===== src/flash_cmd_pkg.sv =====
// Opcodes, encodings and timing for the serial flash command interpreter
package flash_cmd_pkg;
	localparam logic [7:0] OP_WSR      = 8'h01;
	localparam logic [7:0] OP_PROG     = 8'h02;
	localparam logic [7:0] OP_QPROG    = 8'h32;
	localparam logic [7:0] OP_SECPROG  = 8'h42;
	localparam logic [7:0] OP_SECTOR   = 8'h20;
	localparam logic [7:0] OP_BLK32    = 8'h52;
	localparam logic [7:0] OP_BLK64    = 8'hd8;
	localparam logic [7:0] OP_CHIP_A   = 8'hc7;
	localparam logic [7:0] OP_CHIP_B   = 8'h60;
	localparam logic [7:0] OP_SECERASE = 8'h44;
	localparam logic [7:0] OP_RDSR1    = 8'h05;
	localparam logic [7:0] OP_RDSR2    = 8'h35;
	localparam logic [7:0] OP_SUSPEND  = 8'h75;
	localparam logic [7:0] OP_RESUME   = 8'h7a;
	localparam logic [7:0] OP_PWRDOWN  = 8'hb9;
	localparam logic [7:0] OP_RELEASE  = 8'hab;
	localparam logic [7:0] OP_ID1      = 8'h90;
	localparam logic [7:0] OP_ID2      = 8'h92;
	localparam logic [7:0] OP_ID4      = 8'h94;
	// Rising edges before output starts
	localparam logic [7:0] BITS_OPCODE = 8'd8;
	localparam logic [7:0] HDR_ID      = 8'd32;
	localparam logic [7:0] HDR_DUAL    = 8'd24;
	localparam logic [7:0] HDR_QUAD    = 8'd20;
	localparam logic [7:0] CNT_MAX     = 8'hff;
	// Timing in ns and in 25 ns cycles
	localparam int CLK_NS      = 25;
	localparam int T_SUS_NS    = 20000;
	localparam int T_RESUME_NS = 200;
	localparam int T_DP_NS     = 3000;
	localparam int T_RES1_NS   = 3000;
	localparam int T_RES2_NS   = 1800;
	localparam int SUS_CYC     = T_SUS_NS / CLK_NS;
	localparam int RESUME_CYC  = T_RESUME_NS / CLK_NS;
	localparam int DP_CYC      = T_DP_NS / CLK_NS;
	localparam int RES1_CYC    = (T_RES1_NS + CLK_NS - 1) / CLK_NS;
	localparam int RES2_CYC    = (T_RES2_NS + CLK_NS - 1) / CLK_NS;
	localparam logic [9:0] WAIT_ONE = 10'h001;
	typedef enum logic [1:0] {PWR_ON = 2'b00, PWR_ENTER = 2'b01, PWR_DOWN = 2'b10, PWR_WAKE = 2'b11} pwr_e;
	typedef enum logic [2:0] {K_NONE = 3'b000, K_ERASE = 3'b001, K_CHIP = 3'b010, K_PROG = 3'b011,
		K_WSR = 3'b100} kind_e;
	typedef enum logic [1:0] {L1 = 2'b00, L2 = 2'b01, L4 = 2'b10} lane_e;

	// Class of array work an opcode starts
	function automatic kind_e opKind(input logic [7:0] op);
		case (op)
			OP_SECTOR, OP_BLK32, OP_BLK64, OP_SECERASE: opKind = K_ERASE;
			OP_CHIP_A, OP_CHIP_B: opKind = K_CHIP;
			OP_PROG, OP_QPROG, OP_SECPROG: opKind = K_PROG;
			OP_WSR: opKind = K_WSR;
			default: opKind = K_NONE;
		endcase
	endfunction : opKind
endpackage : flash_cmd_pkg


===== src/flash_cmd_ctrl.sv =====
// Command interpreter for suspend, resume, power-down and identification
`timescale 1ns/10ps
module flash_cmd_ctrl
	import flash_cmd_pkg::*;
#(
	parameter logic [7:0] MAKER_ID = 8'h5a, // Arbitrary value
	parameter logic [7:0] PART_ID  = 8'h3c  // Arbitrary value
) (
	// Clock and reset
	input  wire logic       clk,
	input  wire logic       rst_b,
	// Serial link pins
	input  wire logic       csB,
	input  wire logic       sclk,
	input  wire logic [3:0] ioIn,
	output logic      [3:0] ioOut,
	output logic      [3:0] ioOe,
	// Array engine
	output logic            arrayStart,
	output logic      [7:0] arrayOpcode,
	output logic            arrayHold,
	input  wire logic       arrayDone,
	// Status
	output logic            busy,
	output logic            suspendFlag,
	output logic            powerDown
);
	localparam int SusBound = SUS_CYC;
	localparam int ResBound = RESUME_CYC;
	localparam int DpBound  = DP_CYC + 1;

	logic [1:0]  csSync;
	logic [1:0]  clkSync;
	logic [3:0]  ioMeta;
	logic [3:0]  ioSync;
	logic        csPrev;
	logic        clkPrev;
	logic [7:0]  riseCnt;
	logic [7:0]  opShift;
	logic        halting;
	logic [9:0]  haltCnt;
	kind_e       curKind;
	kind_e       suspKind;
	pwr_e        pwrState;
	logic [9:0]  waitCnt;
	logic [15:0] outShift;
	logic        outOn;
	lane_e       outLanes;

	// Two-stage synchronisers for every pin
	always_ff @(posedge clk) begin
		if (!rst_b) begin
			csSync <= 2'b11;
			clkSync <= 2'b00;
			ioMeta <= 4'h0;
			ioSync <= 4'h0;
			csPrev <= 1'b1;
			clkPrev <= 1'b0;
		end else begin
			csSync <= {csSync[0], csB};
			clkSync <= {clkSync[0], sclk};
			ioMeta <= ioIn;
			ioSync <= ioMeta;
			csPrev <= csSync[1];
			clkPrev <= clkSync[1];
		end
	end

	// Edge detection on the synchronised pins
	logic sRise;
	logic sFall;
	logic csLow;
	logic csRise;
	assign sRise = clkSync[1] & ~clkPrev;
	assign sFall = ~clkSync[1] & clkPrev;
	assign csLow = ~csSync[1];
	assign csRise = csSync[1] & ~csPrev;

	// Opcode shift and rising edge count per frame
	always_ff @(posedge clk) begin
		if (!rst_b || !csLow) begin
			riseCnt <= 8'h00;
			opShift <= 8'h00;
		end else if (sRise) begin
			if (riseCnt != CNT_MAX) begin
				riseCnt <= riseCnt + 8'h01;
			end
			if (riseCnt < BITS_OPCODE) begin
				opShift <= {opShift[6:0], ioSync[0]};
			end
		end
	end

	// Decode of the received opcode against device state
	logic  opDone8;
	kind_e kindNow;
	logic  statusOp;
	logic  heard;
	logic  blockedBySusp;
	logic  suspOk;
	logic  resOk;
	logic  startOk;
	logic  pdOk;
	logic  relOk;
	assign opDone8 = riseCnt >= BITS_OPCODE;
	assign kindNow = opKind(opShift);
	assign statusOp = (opShift == OP_RDSR1) || (opShift == OP_RDSR2);
	assign heard = (pwrState == PWR_ON) || (pwrState == PWR_DOWN && opShift == OP_RELEASE);
	assign blockedBySusp = suspendFlag && ((kindNow == K_WSR) ||
		(suspKind == K_ERASE && (kindNow == K_ERASE || kindNow == K_CHIP)) ||
		(suspKind == K_PROG && kindNow == K_PROG));
	assign suspOk = csRise && opDone8 && heard && opShift == OP_SUSPEND && !suspendFlag && busy && !halting &&
		(curKind == K_ERASE || curKind == K_PROG);
	assign resOk = csRise && opDone8 && heard && opShift == OP_RESUME && suspendFlag && !busy;
	assign startOk = csRise && opDone8 && heard && !busy && kindNow != K_NONE && !blockedBySusp;
	assign pdOk = csRise && riseCnt == BITS_OPCODE && heard && !busy && opShift == OP_PWRDOWN;
	assign relOk = csRise && opDone8 && heard && !busy && pwrState == PWR_DOWN;

	// Array operation, suspend and resume tracking
	always_ff @(posedge clk) begin
		if (!rst_b) begin
			busy <= 1'b0;
			suspendFlag <= 1'b0;
			halting <= 1'b0;
			haltCnt <= 10'h000;
			curKind <= K_NONE;
			suspKind <= K_NONE;
			arrayStart <= 1'b0;
			arrayOpcode <= 8'h00;
		end else begin
			arrayStart <= startOk;
			if (startOk) begin
				busy <= 1'b1;
				curKind <= kindNow;
				arrayOpcode <= opShift;
			end else if (suspOk) begin
				suspendFlag <= 1'b1;
				halting <= 1'b1;
				haltCnt <= 10'(SUS_CYC);
				suspKind <= curKind;
			end else if (halting) begin
				haltCnt <= haltCnt - WAIT_ONE;
				if (haltCnt == WAIT_ONE) begin
					halting <= 1'b0;
					busy <= 1'b0;
					curKind <= K_NONE;
				end
			end else if (resOk) begin
				suspendFlag <= 1'b0;
				busy <= 1'b1;
				curKind <= suspKind;
				suspKind <= K_NONE;
			end else if (arrayDone && busy) begin
				busy <= 1'b0;
				curKind <= K_NONE;
			end
		end
	end

	// Engine freezes the suspended operation while the flag stands
	assign arrayHold = suspendFlag;

	// Power state machine
	logic waitEnd;
	assign waitEnd = waitCnt == WAIT_ONE;
	always_ff @(posedge clk) begin
		if (!rst_b) begin
			pwrState <= PWR_ON;
			waitCnt <= 10'h000;
		end else begin
			case (pwrState)
				PWR_ON: begin
					if (pdOk) begin
						pwrState <= PWR_ENTER;
						waitCnt <= 10'(DP_CYC);
					end
				end
				PWR_ENTER: begin
					waitCnt <= waitCnt - WAIT_ONE;
					if (waitEnd) begin
						pwrState <= PWR_DOWN;
					end
				end
				PWR_DOWN: begin
					if (relOk) begin
						pwrState <= PWR_WAKE;
						waitCnt <= (riseCnt >= HDR_ID) ? 10'(RES2_CYC) : 10'(RES1_CYC);
					end
				end
				PWR_WAKE: begin
					waitCnt <= waitCnt - WAIT_ONE;
					if (waitEnd) begin
						pwrState <= PWR_ON;
					end
				end
				default: begin
					pwrState <= PWR_ON;
				end
			endcase
		end
	end
	assign powerDown = pwrState == PWR_DOWN;

	// Readout selection: word, lanes and header length
	logic        readOp;
	logic [7:0]  srByte;
	logic [15:0] outWord;
	lane_e       laneNow;
	logic [7:0]  hdrLen;
	logic        readGo;
	assign readOp = statusOp || opShift == OP_RELEASE || opShift == OP_ID1 || opShift == OP_ID2 ||
		opShift == OP_ID4;
	assign srByte = (opShift == OP_RDSR1) ? {7'h00, busy} : {suspendFlag, 7'h00};
	assign outWord = statusOp ? {srByte, srByte} :
		(opShift == OP_RELEASE) ? {PART_ID, PART_ID} : {MAKER_ID, PART_ID};
	assign laneNow = (opShift == OP_ID4) ? L4 : (opShift == OP_ID2) ? L2 : L1;
	assign hdrLen = statusOp ? BITS_OPCODE : (opShift == OP_ID4) ? HDR_QUAD :
		(opShift == OP_ID2) ? HDR_DUAL : HDR_ID;
	assign readGo = readOp && heard && opDone8 && riseCnt >= hdrLen && (!busy || statusOp);

	// Rotate the output word by the active lane count
	function automatic logic [15:0] rotl(input logic [15:0] s, input lane_e l);
		case (l)
			L4: rotl = {s[11:0], s[15:12]};
			L2: rotl = {s[13:0], s[15:14]};
			default: rotl = {s[14:0], s[15]};
		endcase
	endfunction : rotl

	// Output shifter, advanced on falling link clock edges
	always_ff @(posedge clk) begin
		if (!rst_b || !csLow) begin
			outShift <= 16'h0000;
			outOn <= 1'b0;
			outLanes <= L1;
		end else if (sFall && readGo) begin
			outOn <= 1'b1;
			if (!outOn) begin
				outShift <= outWord;
				outLanes <= laneNow;
			end else begin
				outShift <= rotl(outShift, outLanes);
			end
		end
	end

	// Pin drive: single on io1, dual on io1..0, quad on io3..0
	assign ioOut = (outLanes == L4) ? outShift[15:12] :
		(outLanes == L2) ? {2'b00, outShift[15:14]} : {2'b00, outShift[15], 1'b0};
	assign ioOe = !outOn ? 4'h0 : (outLanes == L4) ? 4'hf : (outLanes == L2) ? 4'h3 : 4'h2;

	// Checks on the guarded behaviour
	chk_susp_accept: assert property (@(posedge clk) disable iff (!rst_b)
		(csRise && opDone8 && heard && opShift == OP_SUSPEND && !suspendFlag && busy && !halting &&
		curKind == K_PROG) |=> suspendFlag)
		else $error("suspend during program not taken");
	chk_busy_halt: assert property (@(posedge clk) disable iff (!rst_b)
		$rose(suspendFlag) |-> busy ##[1:SusBound] !busy)
		else $error("busy did not fall within suspend latency");
	chk_chip_nosusp: assert property (@(posedge clk) disable iff (!rst_b)
		(csRise && opShift == OP_SUSPEND && curKind == K_CHIP && !suspendFlag) |=> !suspendFlag)
		else $error("chip erase was suspended");
	chk_erase_refuse: assert property (@(posedge clk) disable iff (!rst_b)
		(csRise && suspendFlag && suspKind == K_ERASE &&
		(kindNow == K_ERASE || kindNow == K_CHIP || kindNow == K_WSR)) |=> !arrayStart)
		else $error("erase or status write started in erase suspend");
	chk_prog_refuse: assert property (@(posedge clk) disable iff (!rst_b)
		(csRise && suspendFlag && suspKind == K_PROG && (kindNow == K_PROG || kindNow == K_WSR))
		|=> !arrayStart)
		else $error("program or status write started in program suspend");
	chk_resume_busy: assert property (@(posedge clk) disable iff (!rst_b)
		$fell(suspendFlag) |-> ##[0:ResBound] busy)
		else $error("busy not raised after resume");
	chk_resume_ignore: assert property (@(posedge clk) disable iff (!rst_b)
		(csRise && opShift == OP_RESUME && !suspendFlag && !busy) |=> !busy)
		else $error("resume without suspend raised busy");
	chk_pd_entry: assert property (@(posedge clk) disable iff (!rst_b)
		pdOk |-> ##[1:DpBound] powerDown)
		else $error("power-down not entered in time");
	chk_pd_quiet: assert property (@(posedge clk) disable iff (!rst_b)
		(powerDown && opShift != OP_RELEASE) |-> (ioOe == 4'h0 && !startOk))
		else $error("command answered in power-down");
	chk_busy_noid: assert property (@(posedge clk) disable iff (!rst_b)
		(busy && opShift == OP_RELEASE) |-> ioOe == 4'h0)
		else $error("release readout while busy");
	chk_wake_quiet: assert property (@(posedge clk) disable iff (!rst_b)
		(pwrState == PWR_WAKE) |-> (!startOk && !pdOk && ioOe == 4'h0))
		else $error("command taken during release delay");
	chk_out_fall: assert property (@(posedge clk) disable iff (!rst_b)
		(ioOe != 4'h0 && $changed(ioOut)) |-> $past(sFall))
		else $error("output changed away from falling edge");
endmodule : flash_cmd_ctrl


===== config.mk =====
export PLATFORM = sky130hd
export DESIGN_NAME = flash_cmd_ctrl
export DESIGN_NICKNAME = d
export VERILOG_FILES = /design/src/flash_cmd_pkg.sv /design/src/flash_cmd_ctrl.sv
export SDC_FILE = /design/constraint.sdc
export NUM_CORES = 1
export LEC_CHECK = 0
export BUFFER_PORTS_ARGS = -buffer_cell sky130_fd_sc_hd__clkbuf_2
export CAP_MARGIN = 20
export CORE_MARGIN = 4
export CORE_UTILIZATION = 52
export CTS_BUF_LIST = sky130_fd_sc_hd__clkbuf_8
export CTS_CLUSTER_SIZE = 24
export DETAILED_ROUTE_END_ITERATION = 8
export PLACE_DENSITY = 0.66
export SYNTH_ARGS = -nofsm -noshare
export SYNTH_HDL_FRONTEND = slang
export SYNTH_SLANG_ARGS = --single-unit

===== constraint.sdc =====
create_clock -name clk -period 4 [get_ports clk]
set_clock_uncertainty 0.05 [all_clocks]
set_input_delay 0.8 -clock clk [delete_from_list [all_inputs] [get_ports clk]]
set_output_delay 0.8 -clock clk [all_outputs]
set_load 0.01 [all_outputs]

* Word-level counts from Yosys, hierarchy flattened
Index checks and enable logic that the tools add are counted.
** Cells by class
- Bitwise logic cells :: 8
- Reductions and logical operators :: 62
- Mux-type cells :: 48
- $lt $le $gt $ge :: 4
- Add/sub/neg operators :: 3
- Equal/unequal tests :: 43
** Operators with widths (number)
- $eq 8x8->1 const B :: 7
- $eq 8x7->1 const B :: 6
- $mux 10 :: 4
- $mux 16 :: 2
- $pmux 16 s2 :: 1
- $pmux 10 s3 :: 1
- $logic_and 1x1->1 :: 28
- $mux 3 :: 9
- $eq 8x6->1 const B :: 3
- $mux 6 :: 4
- $eq 10x1->1 const B :: 2
- $sub 10x1->10 const B :: 2
- $mux 1 :: 15
- $mux 15 :: 1
- $eq 3x2->1 const B :: 4
- $logic_or 1x1->1 :: 12
- $mux 4 :: 3
- $pmux 3 s4 :: 1
- $mux 2 :: 5
- $reduce_and 2->1 :: 5
- $eq 3x1->1 const B :: 3
- $add 8x1->8 const B :: 1
- $eq 8x1->1 const B :: 1
- $eq 8x2->1 const B :: 1
- 27 further kinds :: 47
** Storage, ports and cells
- Register bits after elaboration :: 83
- Output and inout bits :: 21

* Logic depth before layout (Yosys ltp)
- Word-level depth :: 13
- Gate-level depth with buffers :: 13
- Gate-level depth less buffers :: 11

* Least setup slack after synthesis
Ideal clock, no wire load.
- Path kind :: register -> register
- Start point :: register opShift[7]
- End point :: register outShift[1]
- Path buffers :: 2
- Period minus slack after synthesis :: 2802 ps
- Arrival time :: 2624 ps
- Cell stages (with the launch flop) :: 14
- Path slack :: 1198 ps
- Path through :: dfxtp_1 > buf_6 > nor4b_2 > nand2_1 > nor4_2 > nor2_1 > ha_1 > a21boi_0 > o21a_1 > o21ai_0 > a21oi_1 > buf_2 > mux2i_1 > nor2_1
** On the way
- Longest elaborated chain between the ends :: 11
- Elaborated cells between the ends (all ways) :: 25
- Those cells by class :: order compare (1); eq/ne (6); mux (5); reduce/logical (13)
** RTL lines
- start: declaration :: RTL line flash_cmd_ctrl.sv:39 : logic [7:0] opShift;
- start signal: assignment :: RTL line flash_cmd_ctrl.sv:89 : opShift <= {opShift[6:0], ioSync[0]};
- branches (longest 11 deep; another with $ge 8x6->1)
- end signal: assignment :: RTL line flash_cmd_ctrl.sv:239 : outShift <= outWord;
- end signal: assignment :: RTL line flash_cmd_ctrl.sv:242 : outShift <= rotl(outShift, outLanes);
- end: declaration :: RTL line flash_cmd_ctrl.sv:46 : logic [15:0] outShift;
Parallel ways; which one is timed is not known.
A chain may end at the register's enable or synchronous reset.

* Worst setup path in the final report
- Start point :: register opShift[0]
- End point :: register outShift[9]
Same word-level chain as after synthesis.

==> results.json <==
{
  "grt.overflow.total": 0,
  "cap_violations": 0,
  "fillerInstances": 799,
  "largest_net_degree_at_the_start_of_global_routing": 33,
  "worstPathRequired_ps": 4200,
  "yosys.area.top_type_share_pct": 36.42,
  "fp-row-count": 33,
  "worst_path_max_delay_cell": "sky130_fd_sc_hd__dfxtp_1",
  "fin_crit_ps": 3114,
  "fin_crit_sh_pct": 77.84,
  "total_leakage_power_nw": 1.688,
  "timing.reg2reg.worst_path_depth": 12,
  "chipHeight_um": 101.7,
  "final_hpwl_from_detailed_placement_um": 7173,
  "yosysSeqAreaShare_pct": 36.42,
  "vias_after_detailed_routing": 3998,
  "cts_repair_resized_insts": 0,
  "worst_ir_drop_vdd_v": 0.0002129,
  "dieArea_mm2": 0.01034,
  "cts_buffers": 9,
  "detailedRoute.firstPassIterationCount": 4,
  "clk-insertion-delay-late_ps": 350,
  "initialDrtViolationCount": 257,
  "crit_path_max_incr_delay_ps": 540,
  "routed_wl_um": 10350,
  "diode_insertion_count_for_antenna_repair": 0,
  "synth-edff-count": 0,
  "path_buf_inv": 1,
  "tritoncts": "done",
  "cp.arrival_ps": 3310,
  "ys.flop_type": "sky130_fd_sc_hd__dfxtp_1",
  "crit_top_cell": "sky130_fd_sc_hd__nor2_1",
  "track_usage_pct": 21.33,
  "synthArstFlopShare_pct": 0,
  "initial_utilization_pct": 54.43,
  "clock_path_buffers": 2,
  "holdPathStages": 1,
  "count_of_hold_buffers_inserted_by_post_cts_repair": 0,
  "worstSetupPathDepth": 12,
  "biggest_fanout_along_the_worst_timing_path": 32,
  "clock-sinks": 83,
  "drt-wirelength-per-cell_um": 15.31,
  "floorplan.die.width_um": 101.7,
  "syn_nets": 587,
  "final-setup-viol-count": 0,
  "h-tree-depth": 3,
  "report.final.hold_viol_count": 0,
  "slew-limit-headroom_pct": 35.96,
  "layout-drive-gt1-share_pct": 11.03,
  "drt_drc_violations_left": 0,
  "ff_latch_area_mm2": 0.001662,
  "class_of_the_most_critical_hold_timing_path": "flop to flop",
  "synth_area_per_cell_um2": 8.132,
  "antenna_violations_before_repair": 0,
  "clock-root-buffer": "sky130_fd_sc_hd__clkbuf_8",
  "grt_pass1_vias": 3787,
  "number_of_post_cts_setup_repair_buffers": 0,
  "route.antenna.remaining_nets": 0,
  "largest_cells_by_area_after_synthesis": "sky130_fd_sc_hd__dfxtp_1 (36%), sky130_fd_sc_hd__nor2_1 (5.3%), sky130_fd_sc_hd__a21oi_1 (5.2%)",
  "synth_cell_type_count": 67,
  "fmax_mhz": 321.2,
  "layout-area-overhead-vs-synth_pct": 7.405,
  "critical_path.endpoint_type": "flop",
  "finalNetCount": 592,
  "start_kind": "flop",
  "multiInputGateArea_mm2": 0.002655,
  "design.core.area_mm2": 0.008382,
  "synth.largest_area_cell": "sky130_fd_sc_hd__dfxtp_1",
  "port-buffer-count": 26,
  "drv_slew": 0,
  "yosys_register_bits": 83,
  "clkSlewWorstSetupHoldPaths_ps": 90,
  "gp_congestion": 0.8964,
  "yosys.cell_count.top_type": "sky130_fd_sc_hd__dfxtp_1",
  "worstSetupPathType": "flop to flop",
  "synth.cells.most_frequent": "sky130_fd_sc_hd__dfxtp_1 (83), sky130_fd_sc_hd__nor2_1 (64), sky130_fd_sc_hd__nand2_1 (62)",
  "synthesis.yosys.warnings": 0,
  "syn-instance-count": 561,
  "avgViaCountPerCell": 5.914,
  "tightestPinTransition_ps": 959.6,
  "crit_family": "simple AND/OR/NAND/NOR gates",
  "fin_util_pct": 58.46,
  "rsz0062_at_grt": "no",
  "post_synth_instance_area_mm2": 0.004562,
  "worstPathCellList": "nor4b_2 > nand2_1 > nor4_2 > nor2_1 > ha_1 > a21boi_0 > o21a_1 > o21ai_0 > a21oi_2 > buf_4 > nor2_1 > a311oi_1",
  "tns_ps": 0,
  "run_status": "complete, no violations",
  "p_per_area_mw_per_mm2": 357.5,
  "boundaryPins": 30,
  "grt_pass1_wl_um": 18170
}
state kept, by name, indices dropped and copies added (netlist names):
register     count
outShift        16
haltCnt         10
waitCnt         10
arrayOpcode      8
opShift          8
riseCnt          8
curKind          3
suspKind         3
clkSync          2
csSync           2
outLanes         2
pwrState         2
arrayHold        1
arrayStart       1
busy             1
clkPrev          1
csPrev           1
halting          1
ioMeta           1
ioSync           1
outOn            1
cell families (layout without fill, tap and decap cells):
logic type | after synthesis | after routing | synth area share [%]
fa+ha+maj | 17 | 17 | 4.663
compound gates | 143 | 143 | 20.63
mux | 17 | 17 | 3.757
xor+xnor | 11 | 11 | 2.112
buf+inv | 56 | 66 | 5.458
flops | 83 | 83 | 36.42
simple gates | 234 | 234 | 26.96
cell usage in the layout (no fill, tap or decap), drive strengths merged, types with 5 or more instances in the layout:
master,instances
dfxtp,83
nor2,64
nand2,62
a21oi,48
clkbuf,37
o21ai,31
inv,19
nand3,18
ha,17
mux2i,16
a211oi,16
nor3,14
a22oi,10
and2,9
xor2,8
nand2b,8
or3,6
and3,6
nor2b,6
nand4,5
o31ai,5
buf,5
nor4,5
layer usage:
metal	global-route usage, %	vias to the layer above	routed length [um]
li1	-	2032	-
met1	29.42	1892	5083
met2	35.06	63	4783
met3	3.306	11	380
met4	5.215	0	100
met5	0	-	0
worst paths after layout:
path	startpoint	to	slack (ps)
setup / recovery	opShift[0]	outShift[9]	890
hold / removal	csSync[0]	csSync[1]	370
setup reg to reg	opShift[0]	outShift[9]	890
hold reg to reg	csSync[0]	csSync[1]	370
final cells by class:
type | instances | area share, %
multi-input combinational | 422 | 54.19
sequential | 83 | 33.91
timing repair buffer | 31 | 3.422
clock buffer | 11 | 3.090
tap | 105 | 2.681
inverter | 19 | 1.456
clock inverter | 5 | 1.251
power breakdown:
group	switching (mW)	leakage [nW]	internal, mW	total (mW)
sequential	0.0286	0.670	0.857	0.885
clock	0.311	0.109	0.325	0.637
combinational	0.141	0.908	0.0888	0.230
metrics by stage:
step	hold slack (ps)	area, um^2	cells	setup WS (ps)	total power [mW]
after floorplan	336.3	4562	561	1198	1.081
after global placement	365.0	4687	660	963.2	1.123
after detailed placement	362.0	4687	660	976.7	1.132
after CTS	368.4	4900	676	925.3	1.765
after global routing	381.4	4900	676	520.4	1.842
final	369.9	4900	676	886.3	1.752
Note: power is estimated with default switching activity, not from simulation.
